$ cat src/conv_regs_pkg.sv
// constants, field layout and reset values of the converter identity and control registers
// What this block does
// RQ1: the revision register shows a read-only three-bit part variant field taken from the nonvolatile image.
// RQ2: the programming identity register shows a read-only six-bit image identity in its upper bits.
// RQ3: the programming identity register shows a read-only two-bit image version in its lowest bits.
// RQ4: bit zero of converter A's primary control register turns converter A on when one and off when zero.
// RQ5: a two-bit gating selector uses the enable bit alone for code 0, or ANDs it with external enable 1, 2 or 3.
// RQ6: the forced fixed-frequency bit keeps a converter in pulse-width operation, else it changes mode automatically.
// RQ7: converter A's forced multi-phase bit runs both phases with forced fixed frequency, else phases shed freely.
// RQ8: the discharge bit connects the output discharge resistor while the converter is off, and resets to one.
// RQ9: a three-bit peak current limit code picks 1.5 A to 4.5 A in half-amp steps, code 7 reserved, reset code 3.
// RQ10: a new peak current limit code takes effect at any time, even while the converter runs.
// RQ11: a three-bit slew code sets the ramp rate both ways, codes 0 and 1 reserved, reset code 2.
// RQ12: converter A's primary control register sits at index 2 and resets to 0x08, only discharge set.
// RQ13: converter A's limit register sits at index 3, resets to 0x1A, two reserved upper bits then limit and slew.
// RQ14: converter B's primary control register sits at index 4, resets to 0x08, same fields but no multi-phase bit.
// RQ15: converter B's gating selector uses the same encoding as converter A's.
// RQ16: fields defaulted from nonvolatile memory are loaded from the image after reset, before software access.
package conv_regs_pkg;

	localparam int ADDR_W = 8;
	localparam int DATA_W = 32;

	// register indices; the byte address is four times the index
	localparam logic [2:0] IDX_DEVICE_REVISION = 3'h0;
	localparam logic [2:0] IDX_NVM_PROGRAM_IDENTITY = 3'h1;
	localparam logic [2:0] IDX_CONV_A_CONTROL_PRIMARY = 3'h2;
	localparam logic [2:0] IDX_CONV_A_CONTROL_LIMITS = 3'h3;
	localparam logic [2:0] IDX_CONV_B_CONTROL_PRIMARY = 3'h4;

	// field positions
	localparam int PART_VARIANT_LSB = 3;
	localparam int IMAGE_IDENTITY_LSB = 2;
	localparam int IMAGE_VERSION_LSB = 0;
	localparam int ENABLE_BIT = 0;
	localparam int PIN_GATING_LSB = 1;
	localparam int DISCHARGE_BIT = 3;
	localparam int FIXED_FREQ_BIT = 4;
	localparam int MULTIPHASE_BIT = 5;
	localparam int PEAK_LIMIT_LSB = 3;
	localparam int SLEW_LSB = 0;

	// printed reset values
	localparam logic [7:0] RST_CONV_CONTROL_PRIMARY = 8'h08;
	localparam logic [7:0] RST_CONV_CONTROL_LIMITS = 8'h1a;
	localparam logic [2:0] RST_PEAK_LIMIT = 3'h3;
	localparam logic [2:0] RST_SLEW = 3'h2;

	// reserved codes
	localparam logic [2:0] PEAK_LIMIT_RESERVED = 3'h7;
	localparam logic [2:0] SLEW_LOWEST_LEGAL = 3'h2;

	typedef enum logic [1:0] {
		GATE_BIT_ONLY = 2'h0,
		GATE_WITH_PIN1 = 2'h1,
		GATE_WITH_PIN2 = 2'h2,
		GATE_WITH_PIN3 = 2'h3
	} pin_gating_t;

	typedef enum logic [1:0] {
		LOAD_WAIT = 2'b01,
		LOAD_DONE = 2'b10
	} load_state_t;

endpackage

$ cat src/converter_identity_control_regs.sv
// APB register bank for the identity registers and the two step-down converter controls
`timescale 1ns/10ps
module converter_identity_control_regs
	import conv_regs_pkg::*;
(
	// clock and reset
	input wire logic sys_clk,
	input wire logic nrst,
	// APB slave
	input wire logic psel,
	input wire logic penable,
	input wire logic pwrite,
	input wire logic [ADDR_W-1:0] paddr,
	input wire logic [DATA_W-1:0] pwdata,
	input wire logic [3:0] pstrb,
	output logic [DATA_W-1:0] prdata,
	output logic pready,
	output logic pslverr,
	// nonvolatile default image, static once nvmReady is high
	input wire logic nvmReady,
	input wire logic [2:0] nvmPartVariant,
	input wire logic [5:0] nvmImageIdentity,
	input wire logic [1:0] nvmImageVersion,
	input wire logic [7:0] nvmConvAControlPrimary,
	input wire logic [7:0] nvmConvAControlLimits,
	input wire logic [7:0] nvmConvBControlPrimary,
	// external enable pins, asynchronous
	input wire logic external_enable_input_1,
	input wire logic external_enable_input_2,
	input wire logic external_enable_input_3,
	// converter A analog controls
	output logic convAOn,
	output logic convAFixedFreq,
	output logic convAMultiphase,
	output logic convADischargeOn,
	output logic [2:0] convAPeakLimit,
	output logic [2:0] convASlew,
	// converter B analog controls
	output logic convBOn,
	output logic convBFixedFreq,
	output logic convBDischargeOn,
	// load status
	output logic imageLoaded
);

	logic [2:0] pinSync;
	load_state_t loadState_q;
	logic loaded;

	// identity fields
	logic [2:0] part_variant_field_q;
	logic [5:0] nvm_image_identity_q;
	logic [1:0] nvm_image_version_q;

	// converter fields
	logic conv_a_enable_q;
	logic [1:0] conv_a_pin_gating_select_q;
	logic conv_a_discharge_enable_q;
	logic conv_a_forced_fixed_freq_q;
	logic conv_a_forced_multiphase_q;
	logic [2:0] conv_a_peak_current_limit_q;
	logic [2:0] conv_a_slew_select_q;
	logic conv_b_enable_q;
	logic [1:0] conv_b_pin_gating_select_q;
	logic conv_b_discharge_enable_q;
	logic conv_b_forced_fixed_freq_q;

	// bus decode
	logic access;
	logic wrStrobe;
	logic [2:0] regIndex;
	logic aligned;
	logic mapped;
	logic readOnly;
	logic lane0;
	logic [7:0] readByte;
	logic [7:0] wrByte;
	logic convAGate;
	logic convBGate;

	pin_sync #(
		.WIDTH(3)
	) u_pin_sync (
		.sys_clk(sys_clk),
		.nrst(nrst),
		.asyncIn({external_enable_input_3, external_enable_input_2, external_enable_input_1}),
		.syncOut(pinSync)
	);

	// image copy happens on the edge that leaves LOAD_WAIT; the bus stalls until then
	always_ff @(posedge sys_clk) begin
		if (!nrst) begin
			loadState_q <= LOAD_WAIT;
		end else begin
			unique case (loadState_q)
				LOAD_WAIT: begin
					if (nvmReady) begin
						loadState_q <= LOAD_DONE; // [RQ16]
					end
				end
				LOAD_DONE: begin
					loadState_q <= LOAD_DONE;
				end
				default: begin
					loadState_q <= LOAD_WAIT;
				end
			endcase
		end
	end

	assign loaded = (loadState_q == LOAD_DONE);
	wire loadNow = (loadState_q == LOAD_WAIT) && nvmReady;

	// APB decode: one wait state, write lands on the completing edge
	assign access = psel && penable && loaded;
	assign wrStrobe = access && pready && pwrite;
	assign regIndex = paddr[4:2];
	assign aligned = (paddr[1:0] == 2'h0) && (paddr[ADDR_W-1:5] == '0);
	assign mapped = aligned && (regIndex <= IDX_CONV_B_CONTROL_PRIMARY);
	assign readOnly = (regIndex == IDX_DEVICE_REVISION) || (regIndex == IDX_NVM_PROGRAM_IDENTITY);
	assign lane0 = pstrb[0];
	assign wrByte = pwdata[7:0];

	// identity registers only ever change at the image load
	always_ff @(posedge sys_clk) begin
		if (!nrst) begin
			part_variant_field_q <= 3'h0;
			nvm_image_identity_q <= 6'h00;
			nvm_image_version_q <= 2'h0;
		end else if (loadNow) begin
			part_variant_field_q <= nvmPartVariant; // [RQ1] [RQ16]
			nvm_image_identity_q <= nvmImageIdentity; // [RQ2]
			nvm_image_version_q <= nvmImageVersion; // [RQ3]
		end
	end

	// converter A primary control
	always_ff @(posedge sys_clk) begin
		if (!nrst) begin
			conv_a_enable_q <= RST_CONV_CONTROL_PRIMARY[ENABLE_BIT]; // [RQ12]
			conv_a_pin_gating_select_q <= RST_CONV_CONTROL_PRIMARY[PIN_GATING_LSB +: 2];
			conv_a_discharge_enable_q <= RST_CONV_CONTROL_PRIMARY[DISCHARGE_BIT]; // [RQ8]
			conv_a_forced_fixed_freq_q <= RST_CONV_CONTROL_PRIMARY[FIXED_FREQ_BIT];
			conv_a_forced_multiphase_q <= RST_CONV_CONTROL_PRIMARY[MULTIPHASE_BIT];
		end else if (loadNow) begin
			// discharge is not an image field, so it keeps its reset value
			conv_a_enable_q <= nvmConvAControlPrimary[ENABLE_BIT]; // [RQ16]
			conv_a_pin_gating_select_q <= nvmConvAControlPrimary[PIN_GATING_LSB +: 2];
			conv_a_forced_fixed_freq_q <= nvmConvAControlPrimary[FIXED_FREQ_BIT];
			conv_a_forced_multiphase_q <= nvmConvAControlPrimary[MULTIPHASE_BIT];
		end else if (wrStrobe && lane0 && mapped && regIndex == IDX_CONV_A_CONTROL_PRIMARY) begin
			conv_a_enable_q <= wrByte[ENABLE_BIT]; // [RQ4]
			conv_a_pin_gating_select_q <= wrByte[PIN_GATING_LSB +: 2]; // [RQ5]
			conv_a_discharge_enable_q <= wrByte[DISCHARGE_BIT]; // [RQ8]
			conv_a_forced_fixed_freq_q <= wrByte[FIXED_FREQ_BIT]; // [RQ6]
			conv_a_forced_multiphase_q <= wrByte[MULTIPHASE_BIT]; // [RQ7]
		end
	end

	// converter A limits; a reserved code leaves the field as it was, so the analog side never sees one
	always_ff @(posedge sys_clk) begin
		if (!nrst) begin
			conv_a_peak_current_limit_q <= RST_CONV_CONTROL_LIMITS[PEAK_LIMIT_LSB +: 3]; // [RQ9] [RQ13]
			conv_a_slew_select_q <= RST_CONV_CONTROL_LIMITS[SLEW_LSB +: 3]; // [RQ11]
		end else if (loadNow) begin
			if (nvmConvAControlLimits[PEAK_LIMIT_LSB +: 3] != PEAK_LIMIT_RESERVED) begin
				conv_a_peak_current_limit_q <= nvmConvAControlLimits[PEAK_LIMIT_LSB +: 3]; // [RQ16]
			end
			if (nvmConvAControlLimits[SLEW_LSB +: 3] >= SLEW_LOWEST_LEGAL) begin
				conv_a_slew_select_q <= nvmConvAControlLimits[SLEW_LSB +: 3];
			end
		end else if (wrStrobe && lane0 && mapped && regIndex == IDX_CONV_A_CONTROL_LIMITS) begin
			// no dependence on the enable: the limit may change while running
			if (wrByte[PEAK_LIMIT_LSB +: 3] != PEAK_LIMIT_RESERVED) begin
				conv_a_peak_current_limit_q <= wrByte[PEAK_LIMIT_LSB +: 3]; // [RQ9] [RQ10]
			end
			if (wrByte[SLEW_LSB +: 3] >= SLEW_LOWEST_LEGAL) begin
				conv_a_slew_select_q <= wrByte[SLEW_LSB +: 3]; // [RQ11]
			end
		end
	end

	// converter B primary control
	always_ff @(posedge sys_clk) begin
		if (!nrst) begin
			conv_b_enable_q <= RST_CONV_CONTROL_PRIMARY[ENABLE_BIT]; // [RQ14]
			conv_b_pin_gating_select_q <= RST_CONV_CONTROL_PRIMARY[PIN_GATING_LSB +: 2];
			conv_b_discharge_enable_q <= RST_CONV_CONTROL_PRIMARY[DISCHARGE_BIT];
			conv_b_forced_fixed_freq_q <= RST_CONV_CONTROL_PRIMARY[FIXED_FREQ_BIT];
		end else if (loadNow) begin
			conv_b_enable_q <= nvmConvBControlPrimary[ENABLE_BIT]; // [RQ16]
			conv_b_pin_gating_select_q <= nvmConvBControlPrimary[PIN_GATING_LSB +: 2];
			conv_b_forced_fixed_freq_q <= nvmConvBControlPrimary[FIXED_FREQ_BIT];
		end else if (wrStrobe && lane0 && mapped && regIndex == IDX_CONV_B_CONTROL_PRIMARY) begin
			conv_b_enable_q <= wrByte[ENABLE_BIT]; // [RQ14]
			conv_b_pin_gating_select_q <= wrByte[PIN_GATING_LSB +: 2]; // [RQ15]
			conv_b_discharge_enable_q <= wrByte[DISCHARGE_BIT]; // [RQ8]
			conv_b_forced_fixed_freq_q <= wrByte[FIXED_FREQ_BIT]; // [RQ6]
		end
	end

	// read mux; reserved bits read as zero
	always_comb begin
		readByte = 8'h00;
		unique case (regIndex)
			IDX_DEVICE_REVISION: begin
				readByte[PART_VARIANT_LSB +: 3] = part_variant_field_q; // [RQ1]
			end
			IDX_NVM_PROGRAM_IDENTITY: begin
				readByte[IMAGE_IDENTITY_LSB +: 6] = nvm_image_identity_q; // [RQ2]
				readByte[IMAGE_VERSION_LSB +: 2] = nvm_image_version_q; // [RQ3]
			end
			IDX_CONV_A_CONTROL_PRIMARY: begin
				readByte[ENABLE_BIT] = conv_a_enable_q;
				readByte[PIN_GATING_LSB +: 2] = conv_a_pin_gating_select_q;
				readByte[DISCHARGE_BIT] = conv_a_discharge_enable_q;
				readByte[FIXED_FREQ_BIT] = conv_a_forced_fixed_freq_q;
				readByte[MULTIPHASE_BIT] = conv_a_forced_multiphase_q;
			end
			IDX_CONV_A_CONTROL_LIMITS: begin
				readByte[PEAK_LIMIT_LSB +: 3] = conv_a_peak_current_limit_q; // [RQ13]
				readByte[SLEW_LSB +: 3] = conv_a_slew_select_q;
			end
			IDX_CONV_B_CONTROL_PRIMARY: begin
				readByte[ENABLE_BIT] = conv_b_enable_q;
				readByte[PIN_GATING_LSB +: 2] = conv_b_pin_gating_select_q;
				readByte[DISCHARGE_BIT] = conv_b_discharge_enable_q;
				readByte[FIXED_FREQ_BIT] = conv_b_forced_fixed_freq_q;
			end
			default: begin
				readByte = 8'h00;
			end
		endcase
		if (!mapped) begin
			readByte = 8'h00;
		end
	end

	// APB answer: pready rises in the second access cycle and stands one cycle
	always_ff @(posedge sys_clk) begin
		if (!nrst) begin
			pready <= 1'b0;
			pslverr <= 1'b0;
			prdata <= 32'h0000_0000;
		end else if (access && !pready) begin
			pready <= 1'b1;
			pslverr <= !mapped || (pwrite && readOnly);
			prdata <= pwrite ? 32'h0000_0000 : {24'h00_0000, readByte};
		end else begin
			pready <= 1'b0;
			pslverr <= 1'b0;
			prdata <= 32'h0000_0000;
		end
	end

	// pin gating selection
	always_comb begin
		unique case (pin_gating_t'(conv_a_pin_gating_select_q))
			GATE_BIT_ONLY: convAGate = 1'b1; // [RQ5]
			GATE_WITH_PIN1: convAGate = pinSync[0];
			GATE_WITH_PIN2: convAGate = pinSync[1];
			GATE_WITH_PIN3: convAGate = pinSync[2];
		endcase
		unique case (pin_gating_t'(conv_b_pin_gating_select_q))
			GATE_BIT_ONLY: convBGate = 1'b1; // [RQ15]
			GATE_WITH_PIN1: convBGate = pinSync[0];
			GATE_WITH_PIN2: convBGate = pinSync[1];
			GATE_WITH_PIN3: convBGate = pinSync[2];
		endcase
	end

	// analog controls are registered, so they trail the fields by one cycle
	always_ff @(posedge sys_clk) begin
		if (!nrst) begin
			convAOn <= 1'b0;
			convAFixedFreq <= 1'b0;
			convAMultiphase <= 1'b0;
			convADischargeOn <= 1'b0;
			convAPeakLimit <= RST_PEAK_LIMIT;
			convASlew <= RST_SLEW;
			convBOn <= 1'b0;
			convBFixedFreq <= 1'b0;
			convBDischargeOn <= 1'b0;
			imageLoaded <= 1'b0;
		end else begin
			// converters stay off until the image has been applied
			convAOn <= loaded && conv_a_enable_q && convAGate; // [RQ4] [RQ5]
			convAFixedFreq <= conv_a_forced_fixed_freq_q || conv_a_forced_multiphase_q; // [RQ6] [RQ7]
			convAMultiphase <= conv_a_forced_multiphase_q; // [RQ7]
			convADischargeOn <= conv_a_discharge_enable_q && !(loaded && conv_a_enable_q && convAGate); // [RQ8]
			convAPeakLimit <= conv_a_peak_current_limit_q; // [RQ10]
			convASlew <= conv_a_slew_select_q; // [RQ11]
			convBOn <= loaded && conv_b_enable_q && convBGate; // [RQ14] [RQ15]
			convBFixedFreq <= conv_b_forced_fixed_freq_q; // [RQ6]
			convBDischargeOn <= conv_b_discharge_enable_q && !(loaded && conv_b_enable_q && convBGate); // [RQ8]
			imageLoaded <= loaded;
		end
	end

endmodule

$ cat src/pin_sync.sv
// two-flop synchroniser for asynchronous level inputs
`timescale 1ns/10ps
module pin_sync #(
	parameter int WIDTH = 3
) (
	// clock and reset
	input wire logic sys_clk,
	input wire logic nrst,
	// levels
	input wire logic [WIDTH-1:0] asyncIn,
	output logic [WIDTH-1:0] syncOut
);

	logic [WIDTH-1:0] stage1_q;
	logic [WIDTH-1:0] stage2_q;

	always_ff @(posedge sys_clk) begin
		if (!nrst) begin
			stage1_q <= '0;
			stage2_q <= '0;
		end else begin
			stage1_q <= asyncIn;
			stage2_q <= stage1_q;
		end
	end

	assign syncOut = stage2_q;

endmodule
$ cat config.mk
export PLATFORM = sky130hd
export DESIGN_NAME = converter_identity_control_regs
export DESIGN_NICKNAME = d
export VERILOG_FILES = /design/src/conv_regs_pkg.sv /design/src/converter_identity_control_regs.sv /design/src/pin_sync.sv
export SDC_FILE = /design/constraint.sdc
export NUM_CORES = 1
export LEC_CHECK = 0
export ABC_AREA = 1
export BUFFER_PORTS_ARGS = -buffer_cell sky130_fd_sc_hd__buf_2
export CORE_ASPECT_RATIO = 0.8
export CORE_MARGIN = 2
export CORE_UTILIZATION = 42
export DETAILED_ROUTE_END_ITERATION = 16
export PLACE_DENSITY = 0.7
export SLEW_MARGIN = 20
export SYNTH_ARGS = -nofsm -noshare
export SYNTH_HDL_FRONTEND = slang
export SYNTH_SLANG_ARGS = --single-unit
$ cat constraint.sdc
create_clock -name sys_clk -period 1.8 [get_ports sys_clk]
set_input_delay 0.27 -clock sys_clk [delete_from_list [all_inputs] [get_ports sys_clk]]
set_output_delay 0.27 -clock sys_clk [all_outputs]
set_load 0.01 [all_outputs]
### Yosys cells after proc, flatten, opt, wreduce, memory -nomap -nowiden

Index checks and enable logic that the tools add are counted.

| cells by class | value |
|---|---|
| $add $sub $neg | 0 |
| $mul | 0 |
| div/mod/pow operators | 0 |
| order comparisons | 3 |
| equal/unequal tests | 17 |
| shift-type cells | 0 |
| multiplexer cells | 30 |
| bitwise gates (word level) | 5 |
| reductions and logical operators | 44 |

Operators by type and width:

| cell | number |
|---|---|
| $mux W3 | 8 |
| $logic_and A1 B1 Y1 | 20 |
| $pmux W1 S4 | 3 |
| $pmux W3 S4 | 1 |
| $mux W1 | 11 |
| $eq A2 B2 Y1 const B | 5 |
| $mux W2 | 5 |
| $pmux W2 S5 | 1 |
| $reduce_bool A2 Y1 | 5 |
| $eq A2 B1 Y1 const B | 3 |
| $eq A3 B2 Y1 const B | 2 |
| $ge A3 B2 Y1 const B | 2 |
| $logic_not A2 Y1 | 3 |
| $logic_not A3 Y1 | 2 |
| $ne A3 B3 Y1 const B | 2 |
| $reduce_and A2 Y1 | 3 |
| $reduce_and A3 Y1 | 2 |
| $not A1 Y1 | 5 |
| $reduce_or A5 Y1 | 1 |
| $logic_not A1 Y1 | 4 |
| $ne A2 B1 Y1 const B | 2 |
| $pmux W2 S2 | 1 |
| $reduce_or A4 Y1 | 1 |
| $eq A3 B1 Y1 const B | 1 |
| other kinds (4) | 6 |

| storage, ports and cells | value |
|---|---|
| register bits | 84 |
| bits in latches | 0 |
| memory bits (writable) | 0 |
| ROM bits | 0 |
| output and inout port bits | 48 |
| memories kept | 0 |

### Depth between registers and ports, before layout

Gate-level depths: netlist of the first run.

| depth | value |
|---|---|
| depth in word-level cells | 9 |
| depth in mapped cells | 10 |
| gate-level depth less buffers | 10 |

### By module

From an unflattened synthesis of the first run, not the netlist that was laid out.

| second synthesis, totals | value |
|---|---|
| cell total of the unflattened synthesis | 380 |
| area total of the unflattened synthesis | 2706.3 um2 |

By module, submodules not included:

| module | instances | cells each | area an instance (um2) | sequential area each (um2) |
|---|---|---|---|---|
| converter_identity_control_regs | 1 | 362 | 2541.2 | 1081.0 |
| pin_sync | 1 | 18 | 165.2 | 120.1 |

### Worst setup path before layout of the first run

OpenSTA, ideal clock, no wires.

| timing | value |
|---|---|
| path type | reg-to-reg |
| start point | register loadState_q[1] |
| end point | register conv_a_enable_q |
| arrival time | 1.366 ns |
| slack | 0.364 ns |
| cell stages (with the launch flop) | 8 |
| buffers on the path | 2 |
| period minus slack after synthesis | 1.436 ns |
| path through | dfxtp_1 > inv_1 > ha_1 > nand2_2 > buf_2 > buf_1 > nand3_1 > a21oi_1 |

| between the ends | value |
|---|---|
| longest elaborated chain between the ends | 8 |

Ends and longest elaborated chain:

| what | RTL line | source |
|---|---|---|
| from (decl) | converter_identity_control_regs.sv:47 | `load_state_t loadState_q;` |
| from (signal assigned) | converter_identity_control_regs.sv:93 | `loadState_q <= LOAD_WAIT;` |
| from (signal assigned) | converter_identity_control_regs.sv:98 | `loadState_q <= LOAD_DONE;` |
| from (signal assigned) | converter_identity_control_regs.sv:102 | `loadState_q <= LOAD_DONE;` |
| $eq A2 B2 Y1 | converter_identity_control_regs.sv:111 | `assign loaded = (loadState_q == LOAD_DONE);` |
| $logic_and A1 B1 Y1 | converter_identity_control_regs.sv:115 | `assign access = psel && penable && loaded;` |
| $logic_and A1 B1 Y1 (2 in series) | converter_identity_control_regs.sv:116 | `assign wrStrobe = access && pready && pwrite;` |
| $logic_and A1 B1 Y1 (3 in series) | converter_identity_control_regs.sv:151 | `end else if (wrStrobe && lane0 && mapped && regIndex == IDX_CONV_A_CONTROL_PRIMARY) begin` |
| $reduce_bool A2 Y1 (no source line) | -- |  |
| to (signal assigned) | converter_identity_control_regs.sv:140 | `conv_a_enable_q <= RST_CONV_CONTROL_PRIMARY[ENABLE_BIT];` |
| to (signal assigned) | converter_identity_control_regs.sv:147 | `conv_a_enable_q <= nvmConvAControlPrimary[ENABLE_BIT];` |
| to (signal assigned) | converter_identity_control_regs.sv:152 | `conv_a_enable_q <= wrByte[ENABLE_BIT];` |
| to (decl) | converter_identity_control_regs.sv:56 | `logic conv_a_enable_q;` |

Several ways; a longest one is shown, not always the timed one.
A chain may end at the register's enable or synchronous reset.

### Worst setup path in the final report of the first run

| timing | value |
|---|---|
| start point | register loadState_q[0] |
| end point | register conv_b_discharge_enable_q |

| between the ends | value |
|---|---|
| longest elaborated chain between the ends | 8 |

Ends and longest elaborated chain:

| what | RTL line | source |
|---|---|---|
| $eq A2 B2 Y1 | converter_identity_control_regs.sv:111 |  |
| via loaded | converter_identity_control_regs.sv:48 | `logic loaded;` |
| $logic_and A1 B1 Y1 | converter_identity_control_regs.sv:115 |  |
| $logic_and A1 B1 Y1 (2 in series) | converter_identity_control_regs.sv:116 |  |
| $logic_and A1 B1 Y1 (3 in series) | converter_identity_control_regs.sv:194 | `end else if (wrStrobe && lane0 && mapped && regIndex == IDX_CONV_B_CONTROL_PRIMARY) begin` |
| $reduce_and A2 Y1 (no source line) | -- |  |
| to (signal assigned) | converter_identity_control_regs.sv:188 | `conv_b_discharge_enable_q <= RST_CONV_CONTROL_PRIMARY[DISCHARGE_BIT];` |
| to (signal assigned) | converter_identity_control_regs.sv:197 | `conv_b_discharge_enable_q <= wrByte[DISCHARGE_BIT];` |
| to (decl) | converter_identity_control_regs.sv:65 | `logic conv_b_discharge_enable_q;` |

The timed path passes the listed nets, and every way through them passes these cells.

==> results of run 1 <==
-- sequential cells by signal, summed over array words and instances, names as in the netlist, 2 cells and up --
register,count
convAPeakLimit,3
convASlew,3
conv_a_peak_current_limit_q,3
conv_a_pin_gating_select_q,2
conv_a_slew_select_q,3
conv_b_pin_gating_select_q,2
loadState_q,2
nvm_image_identity_q,6
nvm_image_version_q,2
part_variant_field_q,3
prdata,8
u_pin_sync.stage1_q,3
u_pin_sync.syncOut,3
-- critical path: stages, from the launching register on --
cell and delay, ns:
dfxtp_1 0.32, inv_1 0.07, ha_1 0.20, nand3_1 0.16, nor2_4 0.24, nand4_4 0.21, or2_0 0.25, nand3_1 0.07
-- cells in the mapped netlist --
cell type	number
ha_1	2
nor3_1	4
o211ai_1	2
nand3_1	19
nand3_2	4
o21a_1	1
dfxtp_1	60
buf_2	3
nand2_4	2
o21ai_1	2
nor2_4	4
inv_1	45
clkbuf_1	3
buf_1	3
nand4_4	1
buf_4	24
or2_0	1
nand2_1	88
nor2_8	1
conb_1	1
nand3_4	1
o2111a_1	1
inv_2	3
nor2_1	35
nand2_2	3
o22ai_1	3
o31ai_1	1
nand4_1	2
a31oi_1	1
nor3_2	1
a21oi_1	24
clkbuf_8	1
o21ai_0	22
-- worst paths after layout --
kind	from	end	slack, ns	cells after the start
hold reg to reg	u_pin_sync.stage1_q[1]	u_pin_sync.syncOut[1]	0.41	2
setup / recovery	loadState_q[0]	conv_b_discharge_enable_q	0.22	7
setup reg to reg	loadState_q[0]	conv_b_discharge_enable_q	0.22	7
hold / removal	external_enable_input_2	u_pin_sync.stage1_q[1]	0.12	3
-- per-layer routing --
layer / wire (µm) / share of wire / vias up
met3: 532 / 0.087 / 6
li1: - / - / 1266
met1: 2800 / 0.46 / 1071
met2: 2720 / 0.45 / 90
met4: 44 / 0.0072 / 0
met5: 0 / 0 / -
-- layout make-up --
class	count	area [µm²]
multi-input combinational	249	1220
timing repair buffer	77	395
sequential	60	1200
inverter	48	180
clock inverter	4	47.5
fill	659	3040
tap	84	105
clock buffer	12	155
-- what timing repair did --
| action | 4_1_cts | 5_1_grt |
|---|---|---|
| buffers inserted | 0 | 0 |
| setup endpoints to repair | 0 | 3 |
| gates resized for setup | 0 | 2 |
-- metrics by stage --
step / instances / utilization / instance area [µm²] / hold slack (ns)
after floorplan: 391 / - / 2830 / 0.349
after global placement: 518 / 0.488 / 3090 / 0.402
after detailed placement: 518 / 0.488 / 3090 / 0.401
after CTS: 534 / 0.520 / 3300 / 0.104
after global routing: 534 / 0.521 / 3310 / 0.115
final: 534 / 0.521 / 3310 / 0.123
-- logic make-up (layout without fill, tap and decap cells) --
kind of cell | after synthesis | after routing
DFF | 60 | 60
buffers and inverters | 82 | 141
adders and majority gates | 2 | 2
other | 1 | 24
and+or+nand+nor | 166 | 166
AOI/OAI and AO/OA | 57 | 57
-- power by group through the flow --
stage / combinational [W] / sequential, W / clock (W)
floorplan: 0.000779 / 0.00168 / 0
global placement: 0.00103 / 0.00168 / 0
detailed placement: 0.00106 / 0.00169 / 0
CTS: 0.00106 / 0.00166 / 0.00124
global route: 0.00123 / 0.00168 / 0.00132
finish: 0.00108 / 0.00166 / 0.00121
==> results.py, run 1 <==
metrics = {
    "logic_synthesis": {
        "synth_top_family_by_area": "simple AND/OR/NAND/NOR gates",
        "synth-compound-area-share": 0.112,
        "yosysSeqAreaShare": 0.439,
        "synth_area_leaders": "dfxtp_1 44%, nand2_1 12%, buf_4 6.6%",
        "avgSynthCellArea_um2": 7.44,
        "synth.distinct_cells": 33,
        "ys_warn_count": 0,
        "syn_inst": 368,
        "syn-cell-area_um2": 2740,
        "synth_seq_cells": 60,
        "synth_xor_area_frac": 0,
        "synth-simple-area-share": 0.289,
        "synthMuxAreaShare": 0,
        "yosys.area.top_type_share": 0.439,
        "synth_top_area_cell": "dfxtp_1",
        "synth-adder-area-share": 0.00914,
    },
    "cts": {
        "cts_root_buf": "clkbuf_8",
        "numCtsBuffers": 9,
        "cts_buffer_depth": 2,
        "cts_tree": "built",
        "clk_pin_slew_ns": 0.06,
        "hold_buffers": 0,
        "clock_latency_ns": 0.33,
        "htree_num_levels": 3,
        "cts_sinks": 60,
    },
    "global_routing": {
        "grt_pass1_wl_um": 9920,
        "grt_max_degree": 39,
        "met3_usage": 0.0702,
        "globalRouteMet1Util": 0.244,
        "gr-usage-all-layers": 0.179,
        "grt-busiest-layer": "met2",
        "use_met2": 0.267,
        "overflow": 0,
        "grt_pass1_vias": 2172,
        "antenna_found_initial": 0,
    },
    "critical_path": {
        "cp-start-kind": "register",
        "critPathKind": "reg -> reg",
        "end_kind": "register",
        "critPathArrivalTime_ns": 1.86,
        "cp.required_ns": 2.07,
        "worstPathMaxFanout": 10,
    },
    "floorplanning": {
        "fp.coreArea_um2": 6340,
        "start_util": 0.432,
        "die_h_um": 76.2,
        "ioPinCount": 136,
        "die_x_um": 94.3,
        "die_area_um2": 7190,
        "row_count": 26,
    },
    "detailed_routing": {
        "drtPass1Iterations": 4,
        "avgRoutedWirePerCell_um": 11.4,
        "drtAntennaViolNets": 0,
        "vias": 2433,
        "vias_per_cell": 4.56,
        "routed_wl_um": 6100,
        "remaining_drc_errors": 0,
        "initialDrtViolationCount": 144,
    },
    "finish": {
        "most-common-layout-cells": "88 x nand2_1, 73 x buf_2, 60 x dfxtp_1, 45 x inv_1, 35 x nor2_1",
        "areaGrowthSynthToFinish_pct": 20.7,
        "drive_gt1_frac": 0.251,
        "layout_commonest_cell": "nand2_1",
        "nets": 535,
        "diodes": 0,
    },
    "power_and_ir_drop": {
        "finalPower_w": 0.00395,
        "irDropWorstVdd_v": 0.000627,
        "switching_power_w": 0.00130,
        "power.density_nw_per_um2": 1190,
        "p_int_w": 0.00264,
        "pwr-share-clk": 0.307,
        "swShare": 0.330,
        "power_frac_seq": 0.421,
        "p_leak_nw": 1.72,
        "power_frac_comb": 0.273,
    },
    "sta": {
        "setup_viol": 0,
        "fin_tns_setup_ns": 0,
        "rsz0062_at_grt": "no",
        "max_freq_mhz": 631,
        "skew_ns": 0.00570,
        "period_needed_ns": 1.58,
        "finalWorstSetupSlack_ns": 0.215,
        "timing.final.max_slew_violations": 0,
        "period_share": 0.880,
        "hold_viol_final": 0,
    },
    "status": {
        "status": "completed",
    },
    "hold_path": {
        "hold_class": "in -> reg",
    },
    "job": {
        "cap_violations": 0,
    },
    "placement": {
        "io_buffers": 73,
        "pre_cts_slack_ns": 0.135,
        "hpwl_um": 4710,
        "gp_congestion": 0.918,
    },
}
(Power assumes the default switching activity.)
==> run 2, diff against run 1 <==
Settings changed: REMOVE_ABC_BUFFERS from default to 1.
==> run 2 against run 1 <==
Effect of this change:
- count of clock-buffer cells in the layout shrank 1
- cell count grew 0.19%
- largest power group unchanged
- worst hold slack lost 0.013 ns
- largest cell class unchanged
==> results.py, run 2 (synthesis gave the netlist of run 1 again) <==
metrics = {
    "cts": {
        "cts_sinks": 60,
        "cts_tree": "built",
        "htree_num_levels": 3,
        "hold_buffers": 0,
        "clk_pin_slew_ns": 0.06,
        "numCtsBuffers": 9,
        "cts_root_buf": "clkbuf_8",
        "clock_latency_ns": 0.34,
        "post-cts-setup-buffers": 0,
        "cts_resized": 0,
        "cts_buffer_depth": 2,
    },
    "floorplanning": {
        "die_h_um": 76.2,
        "start_util": 0.432,
        "fp.coreArea_um2": 6340,
        "row_count": 26,
        "ioPinCount": 136,
        "die_x_um": 94.3,
        "die_area_um2": 7190,
    },
    "critical_path": {
        "timing.rr.start": "loadState_q[0]",
        "critPathKind": "reg -> reg",
        "startpoint": "loadState_q[0]",
        "crit_path_frequent_cell": "nand3_1",
        "worstPathMaxFanout": 10,
        "critPathArrivalTime_ns": 1.93,
        "cpPeakStageDelay_ns": 0.32,
        "cpMaxStageDelayCell": "dfxtp_1",
        "end_kind": "register",
        "crit_chain": "inv_1 > ha_1 > nand3_1 > nor2_4 > nand4_4 > or2_0 > nand3_1",
        "cp-start-kind": "register",
        "cp.required_ns": 2.08,
    },
    "hold_path": {
        "hold_class": "in -> reg",
        "hp-start": "external_enable_input_1",
    },
    "finish": {
        "fillers": 654,
        "areaGrowthSynthToFinish_pct": 20.4,
        "drive_gt1_frac": 0.248,
        "regArea_um2": 1200,
        "reg_top3": "prdata: 8 flops, nvm_image_identity_q: 6 flops",
        "most-common-layout-cells": "88 x nand2_1, 73 x buf_2, 60 x dfxtp_1, 45 x inv_1, 35 x nor2_1",
        "multiInputGateArea_um2": 1210,
        "post-route-util": 0.520,
        "stdcell_count": 535,
        "largest-register": "prdata",
        "nets": 536,
        "largest_reg_flops": 8,
        "diodes": 0,
        "layout_commonest_cell": "nand2_1",
        "stdcell_area_um2": 3300,
    },
    "sta": {
        "period_share": 0.916,
        "skew_ns": 0.00779,
        "period_needed_ns": 1.65,
        "hold_viol_final": 0,
        "timing.final.max_slew_violations": 0,
        "fin_tns_setup_ns": 0,
        "rsz0062_at_grt": "no",
        "setup_viol": 0,
        "finalWorstSetupSlack_ns": 0.151,
        "max_freq_mhz": 607,
    },
    "detailed_routing": {
        "initialDrtViolationCount": 85,
        "avgRoutedWirePerCell_um": 11.5,
        "drtPass1Iterations": 4,
        "vias": 2414,
        "drtAntennaViolNets": 0,
        "remaining_drc_errors": 0,
        "vias_per_cell": 4.51,
        "routed_wl_um": 6130,
    },
    "placement": {
        "hpwl_um": 4650,
        "pre_cts_slack_ns": 0.176,
        "io_buffers": 73,
        "gp_congestion": 0.858,
        "dp_cells": 519,
        "dpl_cell_area_um2": 3110,
    },
    "global_routing": {
        "grt_pass1_vias": 2152,
        "overflow": 0,
        "grt_max_degree": 39,
        "antenna_found_initial": 0,
        "gr-usage-all-layers": 0.175,
        "grt_pass1_wl_um": 9610,
    },
    "job": {
        "cap_violations": 0,
    },
    "power_and_ir_drop": {
        "irDropWorstVdd_v": 0.000550,
        "power.density_nw_per_um2": 1180,
        "p_leak_nw": 1.72,
    },
    "status": {
        "status": "completed",
    },
}
-- run 2: cell count changes in the layout (fill, tap and decap cells not counted), sizes merged --
cell / before / now
buf: 77 / 78
clkbuf: 12 / 11
clkinv: 2 / 3
-- run 2: routing by layer --
layer	part of all wire	track usage
met1	0.50	0.251
met2	0.40	0.246
met3	0.090	0.0633
met4	0.014	0.0522
met5	0	0
-- run 2: worst max-delay path: cells and delay by family, from the launching register on --
family | cells | cell delay [ns]
adders and majority gates | 1 | 0.21
and+or+nand+nor | 5 | 0.99
buffers and inverters | 1 | 0.07
DFF | 1 | 0.32
-- run 2: power by group --
group | internal (W) | switching, W
clock network | 0.000632 | 0.000514
registers | 0.00156 | 0.000102
logic | 0.000393 | 0.000696
-- run 2: worst paths after layout --
path / to / slack (ns) / cells past startpoint
worst max-delay path: conv_b_discharge_enable_q / 0.15 / 7
worst min-delay path: u_pin_sync.stage1_q[0] / 0.11 / 3
worst max register to register: conv_b_discharge_enable_q / 0.15 / 7
worst min register to register: u_pin_sync.syncOut[2] / 0.41 / 2
-- run 2: layout make-up --
class	instances	share of cell area
clock buffers	11	0.0398
clock inverters	5	0.0159
inverters	48	0.0546
multi-input cells	249	0.368
flip-flops and latches	60	0.364
well taps	84	0.0319
repair buffers	78	0.126
-- run 2: stage by stage --
stage / power (W) / hold WS, ns
global route: 0.00416 / 0.114
floorplan: 0.00238 / 0.339
global placement: 0.00274 / 0.397
finish: 0.00389 / 0.110
detailed placement: 0.00277 / 0.401
CTS: 0.00393 / 0.102
